## src/shared/psism_pkg.sv

```systemverilog
/*
  Constants and carrier types for the interrupt summary and mask block:
  command codes, summary bit positions, reset values and the packed
  structs for per-channel flags and host commands.
  Assumes a command engine that decodes host transfers into one-cycle
  read and write strobes with an eight-bit command code.
*/
package psism_pkg;

  // Command codes
  localparam logic [7:0] CMD_SUMMARY     = 8'h00;
  localparam logic [7:0] CMD_MASK        = 8'h01;
  localparam logic [7:0] CMD_POWER_COR   = 8'h03;
  localparam logic [7:0] CMD_DETECT_COR  = 8'h05;
  localparam logic [7:0] CMD_FAULT_COR   = 8'h07;
  localparam logic [7:0] CMD_START_COR   = 8'h09;
  localparam logic [7:0] CMD_SUPPLY_COR  = 8'h0b;

  // Summary and mask bit positions
  localparam int BIT_PEC    = 0;
  localparam int BIT_PGC    = 1;
  localparam int BIT_DISC   = 2;
  localparam int BIT_DET    = 3;
  localparam int BIT_CLASS  = 4;
  localparam int BIT_OVCUR  = 5;
  localparam int BIT_START  = 6;
  localparam int BIT_SUPPLY = 7;

  // Reset values
  localparam logic [7:0] SUMMARY_RESET = 8'h80;
  localparam logic [7:0] MASK_RESET    = 8'h80;
  localparam logic [7:0] READ_ZERO     = 8'h00;

  // Which summary bits a clear-on-read command releases
  localparam logic [7:0] CLR_POWER  = 8'h03;
  localparam logic [7:0] CLR_DETECT = 8'h18;
  localparam logic [7:0] CLR_FAULT  = 8'h24;
  localparam logic [7:0] CLR_START  = 8'h60;
  localparam logic [7:0] CLR_SUPPLY = 8'h80;

  // Number of event registers with clear-on-read strobes
  localparam int NUM_EVT_REGS = 5;
  localparam int EVT_POWER    = 0;
  localparam int EVT_DETECT   = 1;
  localparam int EVT_FAULT    = 2;
  localparam int EVT_START    = 3;
  localparam int EVT_SUPPLY   = 4;

  typedef struct packed {
    logic       thermal_shutdown_flag;
    logic       vdd_undervoltage_flag;
    logic       vdd_warning_flag;
    logic       vpwr_undervoltage_flag;
    logic       sram_fault_flag;
    logic [3:0] channel_start_timeout_flag;
    logic [3:0] channel_overload_cut_flag;
    logic [1:0] pair_port_cut_flag;
    logic [3:0] channel_current_limit_flag;
    logic [3:0] channel_classification_flag;
    logic [3:0] channel_detection_flag;
    logic [3:0] channel_disconnect_flag;
    logic [3:0] channel_power_good_change_flag;
    logic [3:0] channel_power_enable_change_flag;
  } psism_flags_t;

  typedef struct packed {
    logic       rd;
    logic       wr;
    logic [7:0] code;
    logic [7:0] wdata;
  } psism_cmd_t;

endpackage

```

## src/verilog/psism_top.sv

```systemverilog
/*
  Interrupt summary and mask block of a four-channel power sourcing
  controller: eight-bit summary status, read/write mask, active-low
  interrupt output and clear strobes towards the event registers.
  Assumes flags and commands synchronous to clk_i, commands as one-cycle
  strobes from the host command engine, and the global enable held in
  a register outside this block.
*/
`timescale 1ns/1ps
`default_nettype none

// Overview of operation
// [RULE1] Summary is read-only byte at command 00h; writes there do nothing.
// [RULE2] Event register clear-on-read or reset bit 7 clears matching summary bits.
// [RULE3] Interrupt asserts when an active summary bit is unmasked and enabled.
// [RULE4] Bit 7 is OR of the five supply and memory faults, one after reset.
// [RULE5] Bit 6 is OR of four start timeout faults, zero after reset.
// [RULE6] Bit 5 is OR of overload cuts, pair cuts and current-limit faults.
// [RULE7] Bit 4 is OR of four classification cycle flags.
// [RULE8] Bit 3 is OR of four detection cycle flags.
// [RULE9] Bit 2 is OR of four disconnect flags.
// [RULE10] Bit 1 is OR of four power-good change flags.
// [RULE11] Bit 0 is OR of four power-enable change flags.
// [RULE12] Mask is read/write byte at command 01h, bits aligned with summary.
// [RULE13] Mask bit zero blocks its summary bit; one lets it through.
// [RULE14] Summary follows events regardless of the mask contents.
// [RULE15] Mask resets to supply bit set, other seven bits clear.
// [RULE16] Clear-on-read returns normal data, clears event bits, releases interrupt; here clear-on-read codes read back 00h.
// [RULE17] Interrupt deasserts when nothing active is unmasked or enable drops.
module psism_top #(
  parameter int NUM_CH = 4
) (
  // Clock and reset
  input  wire logic                  clk_i,
  input  wire logic                  arst_n_i,
  // Event and fault flags
  input  wire psism_pkg::psism_flags_t flags_i,
  input  wire logic                  global_interrupt_enable_i,
  input  wire logic                  summary_clear_all_i,
  // Host command port
  input  wire psism_pkg::psism_cmd_t cmd_i,
  output logic [7:0]                 rdata_o,
  output logic                       rvalid_o,
  // Event register clear strobes
  output logic [psism_pkg::NUM_EVT_REGS-1:0] event_clear_o,
  // Interrupt
  output logic                       int_n_o
);

  if (NUM_CH != 4) begin : g_num_ch_check
    $error("psism_top: NUM_CH must be 4");
  end

  logic [7:0] flag_or;
  logic [7:0] clr_sel;
  logic [7:0] clr_vec;
  logic [7:0] summary;
  logic [7:0] mask_reg;
  logic [7:0] mask_next;
  logic [7:0] rdata_reg;
  logic [7:0] rdata_next;
  logic       rvalid_reg;
  logic       int_n_reg;
  logic       int_n_next;
  logic [psism_pkg::NUM_EVT_REGS-1:0] evt_clr_reg;
  logic [psism_pkg::NUM_EVT_REGS-1:0] evt_clr_next;

  // Per-bit OR of the flags
  always_comb begin
    flag_or = 8'h00;
    flag_or[psism_pkg::BIT_SUPPLY] = flags_i.thermal_shutdown_flag
      | flags_i.vdd_undervoltage_flag | flags_i.vdd_warning_flag
      | flags_i.vpwr_undervoltage_flag | flags_i.sram_fault_flag; // RULE4
    flag_or[psism_pkg::BIT_START] =
      |flags_i.channel_start_timeout_flag; // RULE5
    flag_or[psism_pkg::BIT_OVCUR] = |flags_i.channel_overload_cut_flag
      | (|flags_i.pair_port_cut_flag)
      | (|flags_i.channel_current_limit_flag); // RULE6
    flag_or[psism_pkg::BIT_CLASS] =
      |flags_i.channel_classification_flag; // RULE7
    flag_or[psism_pkg::BIT_DET] =
      |flags_i.channel_detection_flag; // RULE8
    flag_or[psism_pkg::BIT_DISC] =
      |flags_i.channel_disconnect_flag; // RULE9
    flag_or[psism_pkg::BIT_PGC] =
      |flags_i.channel_power_good_change_flag; // RULE10
    flag_or[psism_pkg::BIT_PEC] =
      |flags_i.channel_power_enable_change_flag; // RULE11
  end

  // Clear-on-read decode
  always_comb begin
    clr_sel      = 8'h00;
    evt_clr_next = '0;
    if (cmd_i.rd) begin
      case (cmd_i.code)
        psism_pkg::CMD_POWER_COR: begin
          clr_sel = psism_pkg::CLR_POWER;
          evt_clr_next[psism_pkg::EVT_POWER] = 1'b1;
        end
        psism_pkg::CMD_DETECT_COR: begin
          clr_sel = psism_pkg::CLR_DETECT;
          evt_clr_next[psism_pkg::EVT_DETECT] = 1'b1;
        end
        psism_pkg::CMD_FAULT_COR: begin
          clr_sel = psism_pkg::CLR_FAULT;
          evt_clr_next[psism_pkg::EVT_FAULT] = 1'b1;
        end
        psism_pkg::CMD_START_COR: begin
          clr_sel = psism_pkg::CLR_START;
          evt_clr_next[psism_pkg::EVT_START] = 1'b1;
        end
        psism_pkg::CMD_SUPPLY_COR: begin
          clr_sel = psism_pkg::CLR_SUPPLY;
          evt_clr_next[psism_pkg::EVT_SUPPLY] = 1'b1;
        end
        default: begin
          clr_sel = 8'h00;
        end
      endcase
    end
  end

  assign clr_vec = summary_clear_all_i ? 8'hff : clr_sel; // RULE2

  // Summary bits, independent of the mask
  psism_sticky #(
    .WIDTH     (8),
    .RESET_VAL (psism_pkg::SUMMARY_RESET)
  ) u_summary (
    .clk_i    (clk_i),
    .arst_n_i (arst_n_i),
    .set_i    (flag_or), // RULE14
    .clr_i    (clr_vec), // RULE2
    .q_o      (summary)
  );

  // Mask register; summary location ignores writes
  always_comb begin
    mask_next = mask_reg;
    if (cmd_i.wr && cmd_i.code == psism_pkg::CMD_MASK) begin
      mask_next = cmd_i.wdata; // RULE12
    end
  end

  always_ff @(posedge clk_i or negedge arst_n_i) begin
    if (!arst_n_i) begin
      mask_reg <= psism_pkg::MASK_RESET; // RULE15
    end else begin
      mask_reg <= mask_next;
    end
  end

  // Read data
  always_comb begin
    case (cmd_i.code)
      psism_pkg::CMD_SUMMARY: rdata_next = summary; // RULE1
      psism_pkg::CMD_MASK:    rdata_next = mask_reg; // RULE12
      default:                rdata_next = psism_pkg::READ_ZERO;
    endcase
  end

  always_ff @(posedge clk_i or negedge arst_n_i) begin
    if (!arst_n_i) begin
      rdata_reg  <= psism_pkg::READ_ZERO;
      rvalid_reg <= 1'b0;
    end else begin
      rvalid_reg <= cmd_i.rd;
      if (cmd_i.rd) begin
        rdata_reg <= rdata_next;
      end
    end
  end

  // Clear strobes to the event registers
  always_ff @(posedge clk_i or negedge arst_n_i) begin
    if (!arst_n_i) begin
      evt_clr_reg <= '0;
    end else begin
      evt_clr_reg <= evt_clr_next; // RULE16
    end
  end

  // Interrupt output
  assign int_n_next = ~(global_interrupt_enable_i
                        & (|(summary & mask_reg))); // RULE3 RULE13 RULE17

  always_ff @(posedge clk_i or negedge arst_n_i) begin
    if (!arst_n_i) begin
      int_n_reg <= 1'b1;
    end else begin
      int_n_reg <= int_n_next;
    end
  end

  assign rdata_o       = rdata_reg;
  assign rvalid_o      = rvalid_reg;
  assign event_clear_o = evt_clr_reg;
  assign int_n_o       = int_n_reg;

  // Checks
  summary_ro_a: assert property ( // RULE1
    @(posedge clk_i) disable iff (!arst_n_i)
    (cmd_i.wr && cmd_i.code == psism_pkg::CMD_SUMMARY && clr_vec == 8'h00)
    |=> summary == ($past(summary) | $past(flag_or)))
    else $error("summary changed by a write");

  summary_clear_a: assert property ( // RULE2
    @(posedge clk_i) disable iff (!arst_n_i)
    summary_clear_all_i |=> summary == $past(flag_or))
    else $error("clear all did not clear summary");

  cor_clear_a: assert property ( // RULE2
    @(posedge clk_i) disable iff (!arst_n_i)
    (cmd_i.rd && cmd_i.code == psism_pkg::CMD_POWER_COR
     && flag_or[1:0] == 2'b00) |=> summary[1:0] == 2'b00)
    else $error("power event read did not clear summary bits");

  int_assert_a: assert property ( // RULE3
    @(posedge clk_i) disable iff (!arst_n_i)
    (global_interrupt_enable_i && |(summary & mask_reg)) |=> !int_n_o)
    else $error("interrupt not asserted");

  supply_or_a: assert property ( // RULE4
    @(posedge clk_i) disable iff (!arst_n_i)
    (flags_i.thermal_shutdown_flag || flags_i.sram_fault_flag
     || flags_i.vdd_warning_flag || flags_i.vdd_undervoltage_flag
     || flags_i.vpwr_undervoltage_flag) |=> summary[psism_pkg::BIT_SUPPLY])
    else $error("supply summary bit not set");

  start_or_a: assert property ( // RULE5
    @(posedge clk_i) disable iff (!arst_n_i)
    (|flags_i.channel_start_timeout_flag) |=> summary[psism_pkg::BIT_START])
    else $error("start timeout summary bit not set");

  ovcur_or_a: assert property ( // RULE6
    @(posedge clk_i) disable iff (!arst_n_i)
    (|flags_i.pair_port_cut_flag || |flags_i.channel_current_limit_flag
     || |flags_i.channel_overload_cut_flag)
    |=> summary[psism_pkg::BIT_OVCUR])
    else $error("overcurrent summary bit not set");

  class_or_a: assert property ( // RULE7
    @(posedge clk_i) disable iff (!arst_n_i)
    (|flags_i.channel_classification_flag) |=> summary[psism_pkg::BIT_CLASS])
    else $error("classification summary bit not set");

  detect_or_a: assert property ( // RULE8
    @(posedge clk_i) disable iff (!arst_n_i)
    (|flags_i.channel_detection_flag) |=> summary[psism_pkg::BIT_DET])
    else $error("detection summary bit not set");

  disc_or_a: assert property ( // RULE9
    @(posedge clk_i) disable iff (!arst_n_i)
    (|flags_i.channel_disconnect_flag) |=> summary[psism_pkg::BIT_DISC])
    else $error("disconnect summary bit not set");

  pgood_or_a: assert property ( // RULE10
    @(posedge clk_i) disable iff (!arst_n_i)
    (|flags_i.channel_power_good_change_flag) |=> summary[psism_pkg::BIT_PGC])
    else $error("power good summary bit not set");

  penable_or_a: assert property ( // RULE11
    @(posedge clk_i) disable iff (!arst_n_i)
    (|flags_i.channel_power_enable_change_flag)
    |=> summary[psism_pkg::BIT_PEC])
    else $error("power enable summary bit not set");

  mask_rw_a: assert property ( // RULE12
    @(posedge clk_i) disable iff (!arst_n_i)
    (cmd_i.wr && cmd_i.code == psism_pkg::CMD_MASK)
    ##1 (cmd_i.rd && cmd_i.code == psism_pkg::CMD_MASK && !cmd_i.wr)
    |=> rvalid_o && rdata_o == $past(cmd_i.wdata, 2))
    else $error("mask read back differs from write");

  mask_block_a: assert property ( // RULE13
    @(posedge clk_i) disable iff (!arst_n_i)
    (mask_reg == 8'h00) |=> int_n_o)
    else $error("masked summary drove interrupt");

  mask_indep_a: assert property ( // RULE14
    @(posedge clk_i) disable iff (!arst_n_i)
    (mask_reg == 8'h00 && flag_or != 8'h00)
    |=> (summary & $past(flag_or)) == $past(flag_or))
    else $error("summary ignored an event under full mask");

  cor_strobe_a: assert property ( // RULE16
    @(posedge clk_i) disable iff (!arst_n_i)
    (cmd_i.rd && cmd_i.code == psism_pkg::CMD_FAULT_COR)
    |=> event_clear_o[psism_pkg::EVT_FAULT] ##1
        !event_clear_o[psism_pkg::EVT_FAULT] || $past(cmd_i.rd))
    else $error("fault clear strobe wrong");

  int_release_a: assert property ( // RULE17
    @(posedge clk_i) disable iff (!arst_n_i)
    !global_interrupt_enable_i |=> int_n_o)
    else $error("interrupt held without enable");

  read_valid_a: assert property ( // RULE1
    @(posedge clk_i) disable iff (!arst_n_i)
    cmd_i.rd |=> rvalid_o)
    else $error("read not answered");

  read_summary_a: assert property ( // RULE1
    @(posedge clk_i) disable iff (!arst_n_i)
    (cmd_i.rd && cmd_i.code == psism_pkg::CMD_SUMMARY)
    |=> rdata_o == $past(summary))
    else $error("summary read data wrong");

  read_mask_a: assert property ( // RULE12
    @(posedge clk_i) disable iff (!arst_n_i)
    (cmd_i.rd && cmd_i.code == psism_pkg::CMD_MASK)
    |=> rdata_o == $past(mask_reg))
    else $error("mask read data wrong");

  mask_write_a: assert property ( // RULE12
    @(posedge clk_i) disable iff (!arst_n_i)
    (cmd_i.wr && cmd_i.code == psism_pkg::CMD_MASK)
    |=> mask_reg == $past(cmd_i.wdata))
    else $error("mask write lost");

  summary_keep_a: assert property ( // RULE2
    @(posedge clk_i) disable iff (!arst_n_i)
    (clr_vec == 8'h00) |=> (summary & $past(summary)) == $past(summary))
    else $error("summary bit lost without a clear");

  power_strobe_a: assert property ( // RULE16
    @(posedge clk_i) disable iff (!arst_n_i)
    (cmd_i.rd && cmd_i.code == psism_pkg::CMD_POWER_COR)
    |=> event_clear_o[psism_pkg::EVT_POWER])
    else $error("power clear strobe missing");

  supply_strobe_a: assert property ( // RULE16
    @(posedge clk_i) disable iff (!arst_n_i)
    (cmd_i.rd && cmd_i.code == psism_pkg::CMD_SUPPLY_COR)
    |=> event_clear_o[psism_pkg::EVT_SUPPLY])
    else $error("supply clear strobe missing");

  strobe_idle_a: assert property ( // RULE16
    @(posedge clk_i) disable iff (!arst_n_i)
    !cmd_i.rd |=> event_clear_o == '0)
    else $error("clear strobe without a read");

  int_idle_a: assert property ( // RULE17
    @(posedge clk_i) disable iff (!arst_n_i)
    !(|(summary & mask_reg)) |=> int_n_o)
    else $error("interrupt held with nothing unmasked");

endmodule // psism_top

`default_nettype wire

```

## src/verilog/psism_sticky.sv

```systemverilog
/*
  Sticky flag register: each bit is set by its event input and cleared
  by a clear strobe; a set in the same cycle as a clear wins.
  Assumes set and clear inputs synchronous to clk_i.
*/
`timescale 1ns/1ps
`default_nettype none

module psism_sticky #(
  parameter int              WIDTH     = 8,
  parameter logic [WIDTH-1:0] RESET_VAL = '0
) (
  // Clock and reset
  input  wire logic             clk_i,
  input  wire logic             arst_n_i,
  // Events and clears
  input  wire logic [WIDTH-1:0] set_i,
  input  wire logic [WIDTH-1:0] clr_i,
  // State
  output logic      [WIDTH-1:0] q_o
);

  if (WIDTH < 1) begin : g_width_check
    $error("psism_sticky: WIDTH must be at least 1");
  end

  logic [WIDTH-1:0] q_reg;

  always_ff @(posedge clk_i or negedge arst_n_i) begin
    if (!arst_n_i) begin
      q_reg <= RESET_VAL;
    end else begin
      // Set after clear so a coinciding event is kept
      q_reg <= (q_reg & ~clr_i) | set_i;
    end
  end

  assign q_o = q_reg;

endmodule // psism_sticky

`default_nettype wire

```

## config.mk

```make
export PLATFORM = sky130hd
export DESIGN_NAME = psism_top
export DESIGN_NICKNAME = d
export VERILOG_FILES = /design/src/shared/psism_pkg.sv /design/src/verilog/psism_top.sv /design/src/verilog/psism_sticky.sv
export SDC_FILE = /design/constraint.sdc
export NUM_CORES = 1
export LEC_CHECK = 0
export ABC_AREA = 1
export BUFFER_PORTS_ARGS = -buffer_cell sky130_fd_sc_hd__buf_4
export CORE_MARGIN = 1.5
export CORE_UTILIZATION = 45
export DETAILED_ROUTE_END_ITERATION = 12
export GPL_ROUTABILITY_DRIVEN = 1
export PLACE_DENSITY = 0.83
export RECOVER_POWER = 50
export SLEW_MARGIN = 30
export SYNTH_ARGS = -nofsm -noshare
export SYNTH_HDL_FRONTEND = slang
export SYNTH_SLANG_ARGS = --single-unit
```

## constraint.sdc

```tcl
create_clock -name clk_i -period 1.01 [get_ports clk_i]
set_input_delay 0.2525 -clock clk_i [delete_from_list [all_inputs] [get_ports clk_i]]
set_output_delay 0.2525 -clock clk_i [all_outputs]
set_load 0.05 [all_outputs]
```

==> key figures <==
Run status
  • Outcome: complete, but fails checks
  • Failing checks: negative setup slack

STA
  • Rel. slew slack: 0.720
  • Hold Fails Final Rpt: 0
  • Worst setup slack after layout: -0.259 ns
  • Hold WS: 0.0753 ns
  • # setup viols final: 15
  • Max-slew violation count: 0
  • Crit share post-route: 1.26
  • Slew @ Worst Pin: 0.421 ns
  • FMAX: 0.788 GHz
  • Unrepaired setup endpoints after global routing: yes
  • Worst Skew: 0.00611 ns
  • Fin crit period: 1.27 ns

Cells and area
  • Fin cells: 329
  • Most common cell after layout, fill and taps aside: nand2_1
  • Filler instances: 255
  • Nets: 345
  • Share of cells above drive strength 1: 0.382
  • ANT cells: 0
  • Most frequent cells in the layout: 81 x nand2_1, 72 x buf_4, 28 x dfrtp_1
  • Fin util: 0.758
  • Post-route cell area: 2350 sq um
  • Area Growth Syn to Fin: 56.4%

Power and ir drop
  • Sw Pwr: 633 uW
  • P per Cell Area: 1070 nW/um^2
  • Maximum vdd drop: 0.865 mV
  • Switching Fraction: 0.250
  • Gate power share: 0.156
  • Clock power share: 0.332
  • Leakage power: 0.00130 uW
  • Internal: 1900 uW
  • Reg power frac: 0.512

GRT
  • Global-route wire length before repair: 6.22 mm
  • All-Layer GR Usage: 0.225
  • Grt ovf: 0
  • Vias in the first global route: 1436
  • Largest net degree at the start of global routing: 32
  • Antenna violations before repair: 0

Worst setup path
  • Crit path largest cell delay: 0.55 ns
  • R2r worst-path depth: 5
  • Crit-path leading delay family: flip-flops
  • Slowest stage cell, crit path: dfstp_2
  • CP Class: register to output pin
  • CP bufs+invs: 1
  • Crit end category: output pin
  • Reg-to-reg startpoint: mask_reg[7]
  • Reg-to-reg endpoint: int_n_o
  • Crit path max fanout: 1
  • Startpoint types: register
  • CP cell instances: buf_8
  • FF-to-FF setup slack: 0.06 ns
  • WP data arrival: 1.02 ns
  • Worst Path Required: 0.76 ns

Job
  • Total of max-cap violations: 0

Clock network
  • Clock transition at the registers of the reported paths: 0.10 ns
  • CTS tree: yes
  • Clk_lat worst skew: 0.32 ns
  • Clock root cell: clkbuf_4
  • Sink Count: 31
  • CTS Buf Count: 5
  • H-tree Lvls: 2
  • Longest Clk Path Bufs: 2

Floorplanning
  • Die Span Y: 60.8 um
  • # rows: 20
  • Die width: 60.8 um
  • Top Ports: 76
  • Core Area: 3100 sq um
  • Starting Density: 0.485
  • Die Area: 3700 sq um

Route
  • Via count: 1565
  • Final WL: 3.82 mm
  • Initial DRC count: 50
  • WL/cell: 11.6 um
  • # DRC: 0
  • Post-DRT Antenna Nets: 0
  • Drt pass-1 iters: 4
  • Vias/cell: 4.76

Placement
  • Cells after DPL: 314
  • Port Buffers: 75
  • Global placement routability congestion: 0.843
  • Dpl hpwl: 2.83 mm
  • Placed inst area: 2170 sq um

Worst hold path
  • Hold path start: global_interrupt_enable_i
  • Hold/Removal Path Class: input port to register
  • Hold depth: 2
  • Hold Crit Endpoint: int_n_o

Yosys
  • Seq cells post-synth: 31
  • Syn nets: 250
  • Synth unique cells: 21
  • Mapped Avg Cell Area: 7.96 sq um
  • Most used DFF post-synth: dfrtp_1
  • Yosys warns: 0
  • Async set-or-reset flop fraction in the synthesized netlist: 1.00
  • Syn Inst Count: 189
  • Post-synth EDFFs: 0
  • Mapped Area: 1500 sq um
  • Seq/Total Area, Yosys: 0.518
timing repair:
item	CTS	global route
hold buffers	1	0
buffers inserted	3	3
setup endpoints to repair	15	23
gates resized for setup	16	1
gates cloned	0	0
endpoints found under the hold margin	28	0
pin swaps	0	0
logic make-up after synthesis:
logic type / share of synthesized area
compound gates: 0.0466
buf+inv: 0.0424
flops: 0.518
simple gates: 0.393
cell type report:
type | count | area [sq um] | area share
Clock inverter | 1 | 7.51 | 0.00319
Tap cell | 44 | 55.1 | 0.0234
Clock buffer | 7 | 65.1 | 0.0277
Inverter | 12 | 45.0 | 0.0191
Sequential cell | 31 | 779 | 0.331
Timing Repair Buffer | 90 | 734 | 0.312
Multi-Input combinational cell | 144 | 666 | 0.283
power groups by stage:
stage          Combinational, uW  Sequential [uW]  Clock [uW]
4_1_cts                      397             1290         850
5_1_grt                      431             1300         914
2_1_floorplan                112             1330           0
3_3_place_gp                 378             1310           0
6_report                     395             1290         839
3_5_place_dp                 385             1310           0
through the flow:
stage	total power (uW)	setup slack [ns]	TNS, ns
final	2530	-0.259	-1.91
after global routing	2640	-0.295	-2.82
after CTS	2540	-0.257	-2.00
after detailed placement	1700	-0.294	-5.49
after global placement	1690	-0.246	-4.66
after floorplan	1450	0.00242	0
per-layer routing:
layer,track usage,up-vias,part of all wire
met5,0,-,0
met4,0.0652,0,0.0092
met3,0.0405,5,0.027
met2,0.387,40,0.52
met1,0.289,724,0.44
li1,-,796,-
Yosys cell counts (2+ instances only):
cell / n / share of area
nand2_1: 81 / 0.20
dfrtp_1: 28 / 0.47
nor2_1: 17 / 0.042
nand3_1: 16 / 0.053
inv_1: 9 / 0.022
o21ai_0: 7 / 0.023
nor4_1: 6 / 0.025
o21ai_1: 5 / 0.017
dfstp_2: 3 / 0.052
inv_2: 3 / 0.0075
a21oi_1: 2 / 0.0067
nand2_2: 2 / 0.0083
nor2_8: 2 / 0.027
how the worst max path moves through the flow:
stage | start | endpoint | slack (ns) | depth (start not counted)
after CTS | int_n_o | int_n_o | -0.26 | 1
after global placement | cmd_i[13] | mask_reg[5] | -0.25 | 7
final | int_n_o | int_n_o | -0.26 | 1
after global routing | int_n_o | int_n_o | -0.29 | 1
after floorplan | cmd_i[13] | u_summary.q_o[0] | 0.002 | 7
after detailed placement | cmd_i[15] | mask_reg[6] | -0.29 | 7
Note: power is estimated with default switching activity, not from simulation.
